**config.mk**
```make
export PLATFORM = sky130hd
export DESIGN_NAME = dpot_host_flat
export DESIGN_NICKNAME = d
export VERILOG_FILES = /design/src/rtl/dpot_pkg.sv /design/src/rtl/dpot_if.sv /design/src/rtl/dpot_host.sv /design/src/flat_wrapper.sv
export SDC_FILE = /design/constraint.sdc
export NUM_CORES = 1
export LEC_CHECK = 0
export ABC_AREA = 1
export ABC_CLOCK_PERIOD_IN_PS = 1700
export BUFFER_PORTS_ARGS = -buffer_cell sky130_fd_sc_hd__clkbuf_2
export CAP_MARGIN = 15
export CORE_MARGIN = 4
export CORE_UTILIZATION = 45
export CTS_CLUSTER_DIAMETER = 30
export CTS_CLUSTER_SIZE = 24
export DETAILED_ROUTE_END_ITERATION = 12
export PLACE_DENSITY = 0.74
export SYNTH_ARGS = -nofsm -noshare
export SYNTH_HDL_FRONTEND = slang
export SYNTH_SLANG_ARGS = --single-unit
```
**constraint.sdc**
```tcl
create_clock -name pclk -period 1.7 [get_ports pclk]
set_input_delay 0.255 -clock pclk [delete_from_list [all_inputs] [get_ports pclk]]
set_output_delay 0.255 -clock pclk [all_outputs]
set_load 0.1 [all_outputs]
```
**src/rtl/dpot_pkg.sv**
```systemverilog
// Shared constants for the digital potentiometer serial link
package dpot_pkg;
  localparam int          WORD_BITS   = 10;
  localparam int          ADDR_BITS   = 2;
  localparam int          DATA_BITS   = 8;
  localparam int          NUM_CHAN    = 4;
  localparam logic [7:0]  MIDSCALE    = 8'h80;
  localparam int          PCLK_MHZ    = 250;
  localparam int          SCLK_MHZ    = 10;
  // Divider half period in pclk cycles, rounded up so the link stays at or below 10 MHz
  localparam int          SCLK_HALF   = (PCLK_MHZ + 2 * SCLK_MHZ - 1) / (2 * SCLK_MHZ);
  // Controller register byte addresses
  localparam logic [7:0]  REG_CMD     = 8'h00;
  localparam logic [7:0]  REG_STATUS  = 8'h04;
  localparam logic [7:0]  REG_CTRL    = 8'h08;
  localparam int          ST_BUSY     = 0;
  localparam int          CTRL_RST    = 0;
  localparam int          CTRL_PDN    = 1;
  typedef enum logic [1:0] {ST_IDLE, ST_LOW, ST_HIGH, ST_DESEL} dpot_state_t;
endpackage

```
**src/rtl/dpot_if.sv**
```systemverilog
// Link between the serial controller and the potentiometer
`timescale 1ns/10ps
`default_nettype none
interface dpot_if;
  logic sclk;
  logic cs_n;
  logic serial_in;
  logic chain_out_o;
  logic chain_out_oe;
  logic midscale_reset_n;
  logic power_down_n;
  // Open-drain pin: pulled high unless driven low
  wire  chain_out = chain_out_oe ? chain_out_o : 1'b1;
  modport device (input sclk, input cs_n, input serial_in, input midscale_reset_n, input power_down_n,
                  output chain_out_o, output chain_out_oe);
  modport host   (output sclk, output cs_n, output serial_in, output midscale_reset_n, output power_down_n,
                  input chain_out);
endinterface
`default_nettype wire

```
**src/rtl/dpot_host.sv**
```systemverilog
// Serial controller end: APB registers and a divider-made shift clock of 250/26 MHz, just under 10 MHz
//
// Decided for this implementation: the placing of the registers and register access over APB.
`timescale 1ns/10ps
`default_nettype none
module dpot_host
  import dpot_pkg::*;
(
  input  wire logic        pclk,
  input  wire logic        presetn,
  input  wire logic        psel,
  input  wire logic        penable,
  input  wire logic        pwrite,
  input  wire logic [7:0]  paddr,
  input  wire logic [31:0] pwdata,
  output logic      [31:0] prdata,
  output logic             pready,
  output logic             pslverr,
  dpot_if.host             link
);
  import dpot_pkg::*;

  dpot_state_t          state_r;
  logic [WORD_BITS-1:0] word_r;
  logic [3:0]           bit_r;
  logic [4:0]           div_r;
  logic [1:0]           ctrl_r;
  logic                 sclk_r;
  logic                 cs_n_r;
  logic                 sdi_r;
  logic [31:0]          prdata_r;
  logic                 err_r;
  logic                 wr_cmd;

  assign wr_cmd  = psel && penable && pwrite && paddr == REG_CMD && state_r == ST_IDLE;
  assign pready  = 1'b1;
  assign prdata  = prdata_r;
  assign pslverr = err_r;

  // Read data and error for unmapped addresses, settled in the setup phase
  always_ff @(posedge pclk or negedge presetn) begin
    if (!presetn) begin
      prdata_r <= 32'h0;
      err_r    <= 1'b0;
    end else if (psel && !penable) begin
      err_r    <= !(paddr == REG_CMD || paddr == REG_STATUS || paddr == REG_CTRL);
      case (paddr)
        REG_CMD:    prdata_r <= {22'h0, word_r};
        REG_STATUS: prdata_r <= {31'h0, state_r != ST_IDLE};
        REG_CTRL:   prdata_r <= {30'h0, ctrl_r};
        default:    prdata_r <= 32'h0;
      endcase
    end
  end

  // Reset and shutdown pin levels; reset bit is active-high in software
  always_ff @(posedge pclk or negedge presetn) begin
    if (!presetn) begin
      ctrl_r <= 2'h0;
    end else if (psel && penable && pwrite && paddr == REG_CTRL) begin
      ctrl_r <= pwdata[1:0];
    end
  end

  // Word send: cs low, ten clocks MSB first, then cs high to load
  always_ff @(posedge pclk or negedge presetn) begin
    if (!presetn) begin
      state_r <= ST_IDLE;
      word_r  <= 10'h0;
      bit_r   <= 4'h0;
      div_r   <= 5'h0;
      sclk_r  <= 1'b0;
      cs_n_r  <= 1'b1;
      sdi_r   <= 1'b0;
    end else begin
      case (state_r)
        ST_IDLE: begin
          if (wr_cmd) begin
            word_r  <= pwdata[WORD_BITS-1:0];          // see [RULE1] see [RULE4]
            cs_n_r  <= 1'b0;
            sdi_r   <= pwdata[WORD_BITS-1];            // see [RULE2]
            bit_r   <= 4'h0;
            div_r   <= 5'h0;
            state_r <= ST_LOW;
          end
        end
        ST_LOW: begin
          div_r <= div_r + 5'h1;
          if (div_r == 5'(SCLK_HALF - 1)) begin       // see [RULE14]
            div_r   <= 5'h0;
            sclk_r  <= 1'b1;                           // see [RULE15]
            state_r <= ST_HIGH;
          end
        end
        ST_HIGH: begin
          div_r <= div_r + 5'h1;
          if (div_r == 5'(SCLK_HALF - 1)) begin
            div_r  <= 5'h0;
            sclk_r <= 1'b0;
            bit_r  <= bit_r + 4'h1;
            word_r <= {word_r[WORD_BITS-2:0], 1'b0};
            sdi_r  <= word_r[WORD_BITS-2];
            state_r <= (bit_r == 4'(WORD_BITS - 1)) ? ST_DESEL : ST_LOW;
          end
        end
        ST_DESEL: begin
          div_r <= div_r + 5'h1;
          if (div_r == 5'(SCLK_HALF - 1)) begin
            cs_n_r  <= 1'b1;                           // see [RULE16]
            state_r <= ST_IDLE;
          end
        end
        default: state_r <= ST_IDLE;
      endcase
    end
  end

  assign link.sclk             = sclk_r;
  assign link.cs_n             = cs_n_r;
  assign link.serial_in        = sdi_r;
  assign link.midscale_reset_n = !ctrl_r[CTRL_RST];
  assign link.power_down_n     = !ctrl_r[CTRL_PDN];
endmodule
`default_nettype wire

```
**src/flat_wrapper.sv**
```systemverilog
// flat-port wrapper written by rule: the top's interface ports become plain ports
module dpot_host_flat import dpot_pkg::*;
  (pclk, presetn, psel, penable, pwrite, paddr, pwdata, prdata, pready, pslverr, link_sclk, link_cs_n, link_serial_in, link_midscale_reset_n, link_power_down_n);
  dpot_if link_i ();
  input  wire logic pclk;
  input  wire logic presetn;
  input  wire logic psel;
  input  wire logic penable;
  input  wire logic pwrite;
  input  wire logic [7:0] paddr;
  input  wire logic [31:0] pwdata;
  output logic      [31:0] prdata;
  output logic pready;
  output logic pslverr;
  output wire logic [$bits(link_i.sclk)-1:0] link_sclk;
  output wire logic [$bits(link_i.cs_n)-1:0] link_cs_n;
  output wire logic [$bits(link_i.serial_in)-1:0] link_serial_in;
  output wire logic [$bits(link_i.midscale_reset_n)-1:0] link_midscale_reset_n;
  output wire logic [$bits(link_i.power_down_n)-1:0] link_power_down_n;
  assign link_sclk = link_i.sclk;
  assign link_cs_n = link_i.cs_n;
  assign link_serial_in = link_i.serial_in;
  assign link_midscale_reset_n = link_i.midscale_reset_n;
  assign link_power_down_n = link_i.power_down_n;
  dpot_host u_core (.pclk(pclk), .presetn(presetn), .psel(psel), .penable(penable), .pwrite(pwrite), .paddr(paddr), .pwdata(pwdata), .prdata(prdata), .pready(pready), .pslverr(pslverr), .link(link_i));
endmodule
```
==> results of run 1 <==
==> final timing paths <==
path	slack, ps	cells past startpoint	to	startpoint
setup / recovery	110	6	u_core.word_r[5]	u_core.state_r[0]
hold / removal	-9	2	u_core.prdata[5]	presetn
setup reg to reg	110	6	u_core.word_r[5]	u_core.state_r[0]
hold reg to reg	470	2	u_core.link.cs_n	u_core.link.cs_n
max in group asynchronous	1360	2	u_core.link.cs_n	presetn
min in group pclk	240	3	u_core.word_r[0]	pwdata[0]
==> stage by stage <==
step	util [%]	worst slack, ps	hold WS, ps
after floorplan	-	193	-40.6
after global placement	50.9	96.4	320
after detailed placement	50.9	65.9	323
after CTS	53.3	48.4	2.70
after global routing	53.8	1.31	21.6
final	53.8	115	-9.40
==> where the power goes <==
group | leakage, uW | total, uW | internal [uW] | switching [uW]
logic | 0.000864 | 1970 | 583 | 1390
clock network | 0.0000548 | 766 | 442 | 324
registers | 0.000464 | 1250 | 1070 | 187
==> registers in the layout, summed over array words and instances (netlist names) <==
register	count
u_core.prdata	10
u_core.word_r	9
u_core.div_r	5
u_core.bit_r	4
u_core.ctrl_r	2
u_core.state_r	2
u_core.link.cs_n	1
u_core.link.sclk	1
u_core.link.serial_in	1
u_core.pslverr	1
==> area by class of cell <==
class	count	area, um2
repair buffers	47	258
fillers	461	2200
flip-flops and latches	36	902
inverters	24	90.1
multi-input cells	199	1110
clock inverters	3	46.3
clock buffers	5	68.8
well taps	67	83.8
==> worst max-delay path: stages (launching register included) <==
cell and delay [ps]:
dfrtp_1 380, inv_1 100, ha_2 280, buf_4 210, buf_4 180, mux2i_1 240, o21ai_2 80
==> cells in the mapped netlist (3+ instances only) <==
cell type,n,area (um2)
nand2_2,7,43.8
buf_2,4,20.0
nand3_1,27,135
nand4_1,6,37.5
nand2_4,3,33.8
a21oi_1,3,15.0
o21ai_2,13,114
o21ai_0,4,20.0
or2_2,3,18.8
inv_1,23,86.3
nand2_1,71,267
ha_1,9,113
dfrtp_1,35,876
nor2_1,12,45.0
mux2i_1,9,90.1
buf_4,23,173
==> kinds of logic after synthesis <==
kind of cell / Yosys count / share of synthesized area, %
AND/OR/NAND/NOR: 132 / 26.9
buffers and inverters: 55 / 14.1
flip-flops: 36 / 40.6
AO/OA/AOI/OAI: 24 / 8.22
adder cells (fa/ha/maj): 9 / 5.07
multiplexers: 9 / 4.05
other: 2 / 0.338
XOR/XNOR: 2 / 0.788
==> metal layers <==
layer | share of wire, % | wire length (um)
met5 | 0 | 0
met4 | 0.83 | 35
met3 | 4.9 | 208
met2 | 51 | 2140
met1 | 43 | 1840
==> flow_summary.toml, run 1 <==
[outcome]
status = "finished, violations left"
violations = "negative hold slack"

[floorplanning]
die_h_um = 78.3
dieArea_um2 = 6130
core_area_um2 = 4750
start_util_pct = 46.7
row_count = 25
die_x_um = 78.3
pin_count = 84

[detailed_routing]
wl_per_cell_um = 11.1
vias_per_cell = 4.64
drt_first_pass_iters = 4
num_vias = 1766
drt_iter0_drc = 61
ant_nets = 0
drc = 0
drt_wl_total_um = 4220

[power_and_ir_drop]
p_leak_uw = 0.00138
ir_drop_mv = 0.858
powerDensity_nw_per_um2 = 1560
power_uw = 3990

[placed_design]
place_area_um2 = 2420
post-dp-hpwl_um = 3220
gp_congestion = 0.773
dp.cells = 373
port_buffers = 38

[timing]
tightest_slew_ps = 543
timing.hold.ws_ps = -9.40
period_needed_ps = 1590
max_freq_mhz = 631
final.setup.tns_ps = 0
slew_headroom_pct = 63.9
finalMaxSlewViolations = 0
finClkSkew_ps = 5.37
timing.final.crit_share_pct = 93.3
rsz0062_at_grt = "no"
setup_viol_count_final = 0
hold_violations = 12

[yosys]
yosysWarnings = 0
synth_flop_cell = "dfrtp_1"
netlist_instances = 269
yosysUniqueCellTypes = 27
syn_area_um2 = 2220
synth.avg_cell_area_um2 = 8.26
async_flop_share_pct = 100
synth_edf_count = 0
yosysSeqAreaShare_pct = 40.6
ys_ff_latch = 36

[min_path]
hp-class = "in2async"

[clock_network]
hold_buffers = 0
htree_levels = 2
cts.clk_slew.worst_paths_ps = 80
cts_resized = 0
post_cts_buffers = 0
clk_path_buf_depth = 2
clock-sinks = 36
clock_latency_ps = 290
cts_buffers = 5
tritoncts = "built"
root_buffer = "clkbuf_8"

[worst_setup_path]
cp.arrival_ps = 1760
end_kind = "register"
path_class = "reg2reg"
crit_fanout = 8
worstSetupStartpointType = "register"
worst_ep_required_time_ps = 1880

[finish]
final_area_um2 = 2560
nNetsFinal = 367
stdcell_count = 381
final_common_cell = "nand2_1"
n_antenna_cell = 0
syn_to_final_growth_pct = 15.1
final_cell_mix = "71 x nand2_1, 38 x clkbuf_2, 35 x dfrtp_1"
drive_gt1_share_pct = 28.3

[grt]
grt-ovfl-total = 0
grt_pass1_wl_um = 7420
antenna_found_initial = 0
grtUsageMet2_pct = 26.4
met1_usage_pct = 17.6
grt_pass1_vias = 1710
busiest_layer = "met2"
use_met3_pct = 3.67
grt_max_degree = 37
grtUsageTotal_pct = 14.9

[flow_run]
max-cap-violations = 0
Note: power is estimated with default switching activity, not from simulation.
==> run 2, diff against run 1 <==
ABC_CLOCK_PERIOD_IN_PS = 1900   (was 1700)
clock period = 1.9 ns   (was 1.7 ns; I/O delays follow)
==> run 2 against run 1 <==
The run now ends clean. Die area unchanged. Critical endpoint is now u_core.word_r[1]. Design area is 2.1% lower. First-iteration DRC count shrank 21%.
==> flow_summary.toml, run 2 (synthesis gave the netlist of run 1 again) <==
[worst_setup_path]
rrSetupSlack_ps = 210
critPathCapture = "u_core.word_r[1]"
crit_fanout = 7
end_kind = "register"
reg2reg_depth = 6
cp.arrival_ps = 1860
worstSetupStartpointType = "register"
rr_startpoint = "u_core.state_r[0]"
worst_ep_required_time_ps = 2070
crit_start = "u_core.state_r[0]"
worstReg2RegEnd = "u_core.word_r[1]"
path_class = "reg2reg"

[finish]
regArea_um2 = 902
syn_to_final_growth_pct = 12.7
final_common_cell = "nand2_1"
fin_util_pct = 52.7
final_cell_mix = "71 x nand2_1, 38 x clkbuf_2, 35 x dfrtp_1"
n_antenna_cell = 0
stdcell_count = 377
drive_gt1_share_pct = 26.1
largest_reg_flops = 10
nNetsFinal = 363
multi_input_area_um2 = 1090
fillers = 443

[floorplanning]
core_area_um2 = 4750
start_util_pct = 46.7
pin_count = 84
die_h_um = 78.3
dieArea_um2 = 6130
row_count = 25
die_x_um = 78.3

[power_and_ir_drop]
ir_drop_mv = 0.628
p_leak_uw = 0.00137
power_uw = 3440
powerDensity_nw_per_um2 = 1370

[min_path]
hp-class = "in2async"

[detailed_routing]
num_vias = 1762
wl_per_cell_um = 11.1
vias_per_cell = 4.67
drt_wl_total_um = 4170
drc = 0
drt_first_pass_iters = 4
drt_iter0_drc = 48
ant_nets = 0

[clock_network]
clk_path_buf_depth = 2
cts.clk_slew.worst_paths_ps = 80
cts_resized = 0
tritoncts = "built"
htree_levels = 2
clock_latency_ps = 290
clock-sinks = 36
post_cts_buffers = 0
root_buffer = "clkbuf_8"
hold_buffers = 0
cts_buffers = 5

[placed_design]
port_buffers = 38
post-dp-hpwl_um = 3250
dp.cells = 369
gp_congestion = 0.759

[grt]
grt_max_degree = 37
grtUsageTotal_pct = 15.0
antenna_found_initial = 0
grt-ovfl-total = 0
grt_pass1_vias = 1759
grt_pass1_wl_um = 7420

[timing]
timing.final.crit_share_pct = 89.1
max_freq_mhz = 591
hold_violations = 0
slew_headroom_pct = 63.7
finalMaxSlewViolations = 0
finClkSkew_ps = 5.95
tightest_slew_ps = 547
setup_viol_count_final = 0
final.setup.tns_ps = 0
period_needed_ps = 1690
rsz0062_at_grt = "no"

[outcome]
status = "finished clean"

[flow_run]
max-cap-violations = 0
## run 2: per-stage QoR
| step | cell area (um2) | setup slack (ps) | hold slack [ps] |
|---|---|---|---|
| 6_report | 2500 | 208 | 26.1 |
| 5_1_grt | 2500 | 66.0 | 60.3 |
| 4_1_cts | 2500 | 200 | 36.7 |
| 3_5_place_dp | 2390 | 219 | 357 |
| 3_3_place_gp | 2390 | 247 | 352 |
| 2_1_floorplan | 2300 | 393 | -10.6 |
## run 2: report_power, final
part	switching, uW	internal [uW]	total (uW)	leakage (uW)
registers	172	954	1130	0.000464
logic	1190	449	1640	0.000847
clock network	284	395	679	0.0000548
total	1640	1800	3440	0.00137
## run 2: area by class of cell
type	count	area share [%]
clock buffer	5	2.75
clock inverter	3	1.85
inverter	24	3.60
multi-input combinational	199	43.4
sequential	36	36.0
tap	67	3.35
timing repair buffer	43	9.09
## run 2: routing by layer
layer  up-vias  track usage (%)  wire length (um)
met5         -                0                 0
met4         0             5.59                38
met3         4             4.47               236
met2        53             25.9              2110
met1       814             17.5              1790
li1        891                -                 -
## run 2: how the worst min path moves through the flow
stage / from / to / slack, ps
2_1_floorplan: presetn / u_core.bit_r[0] / -10
5_1_grt: presetn / u_core.prdata[8] / 60
4_1_cts: presetn / u_core.prdata[7] / 40
6_report: presetn / u_core.prdata[8] / 30
3_3_place_gp: presetn / u_core.prdata[7] / 350
3_5_place_dp: presetn / u_core.prdata[7] / 360
## run 2: critical path: stages, from the launching register on
cell     delay (ps)
dfrtp_1         440
inv_1           130
ha_1            300
buf_4           210
buf_4           180
mux2i_1         240
o21ai_2          80
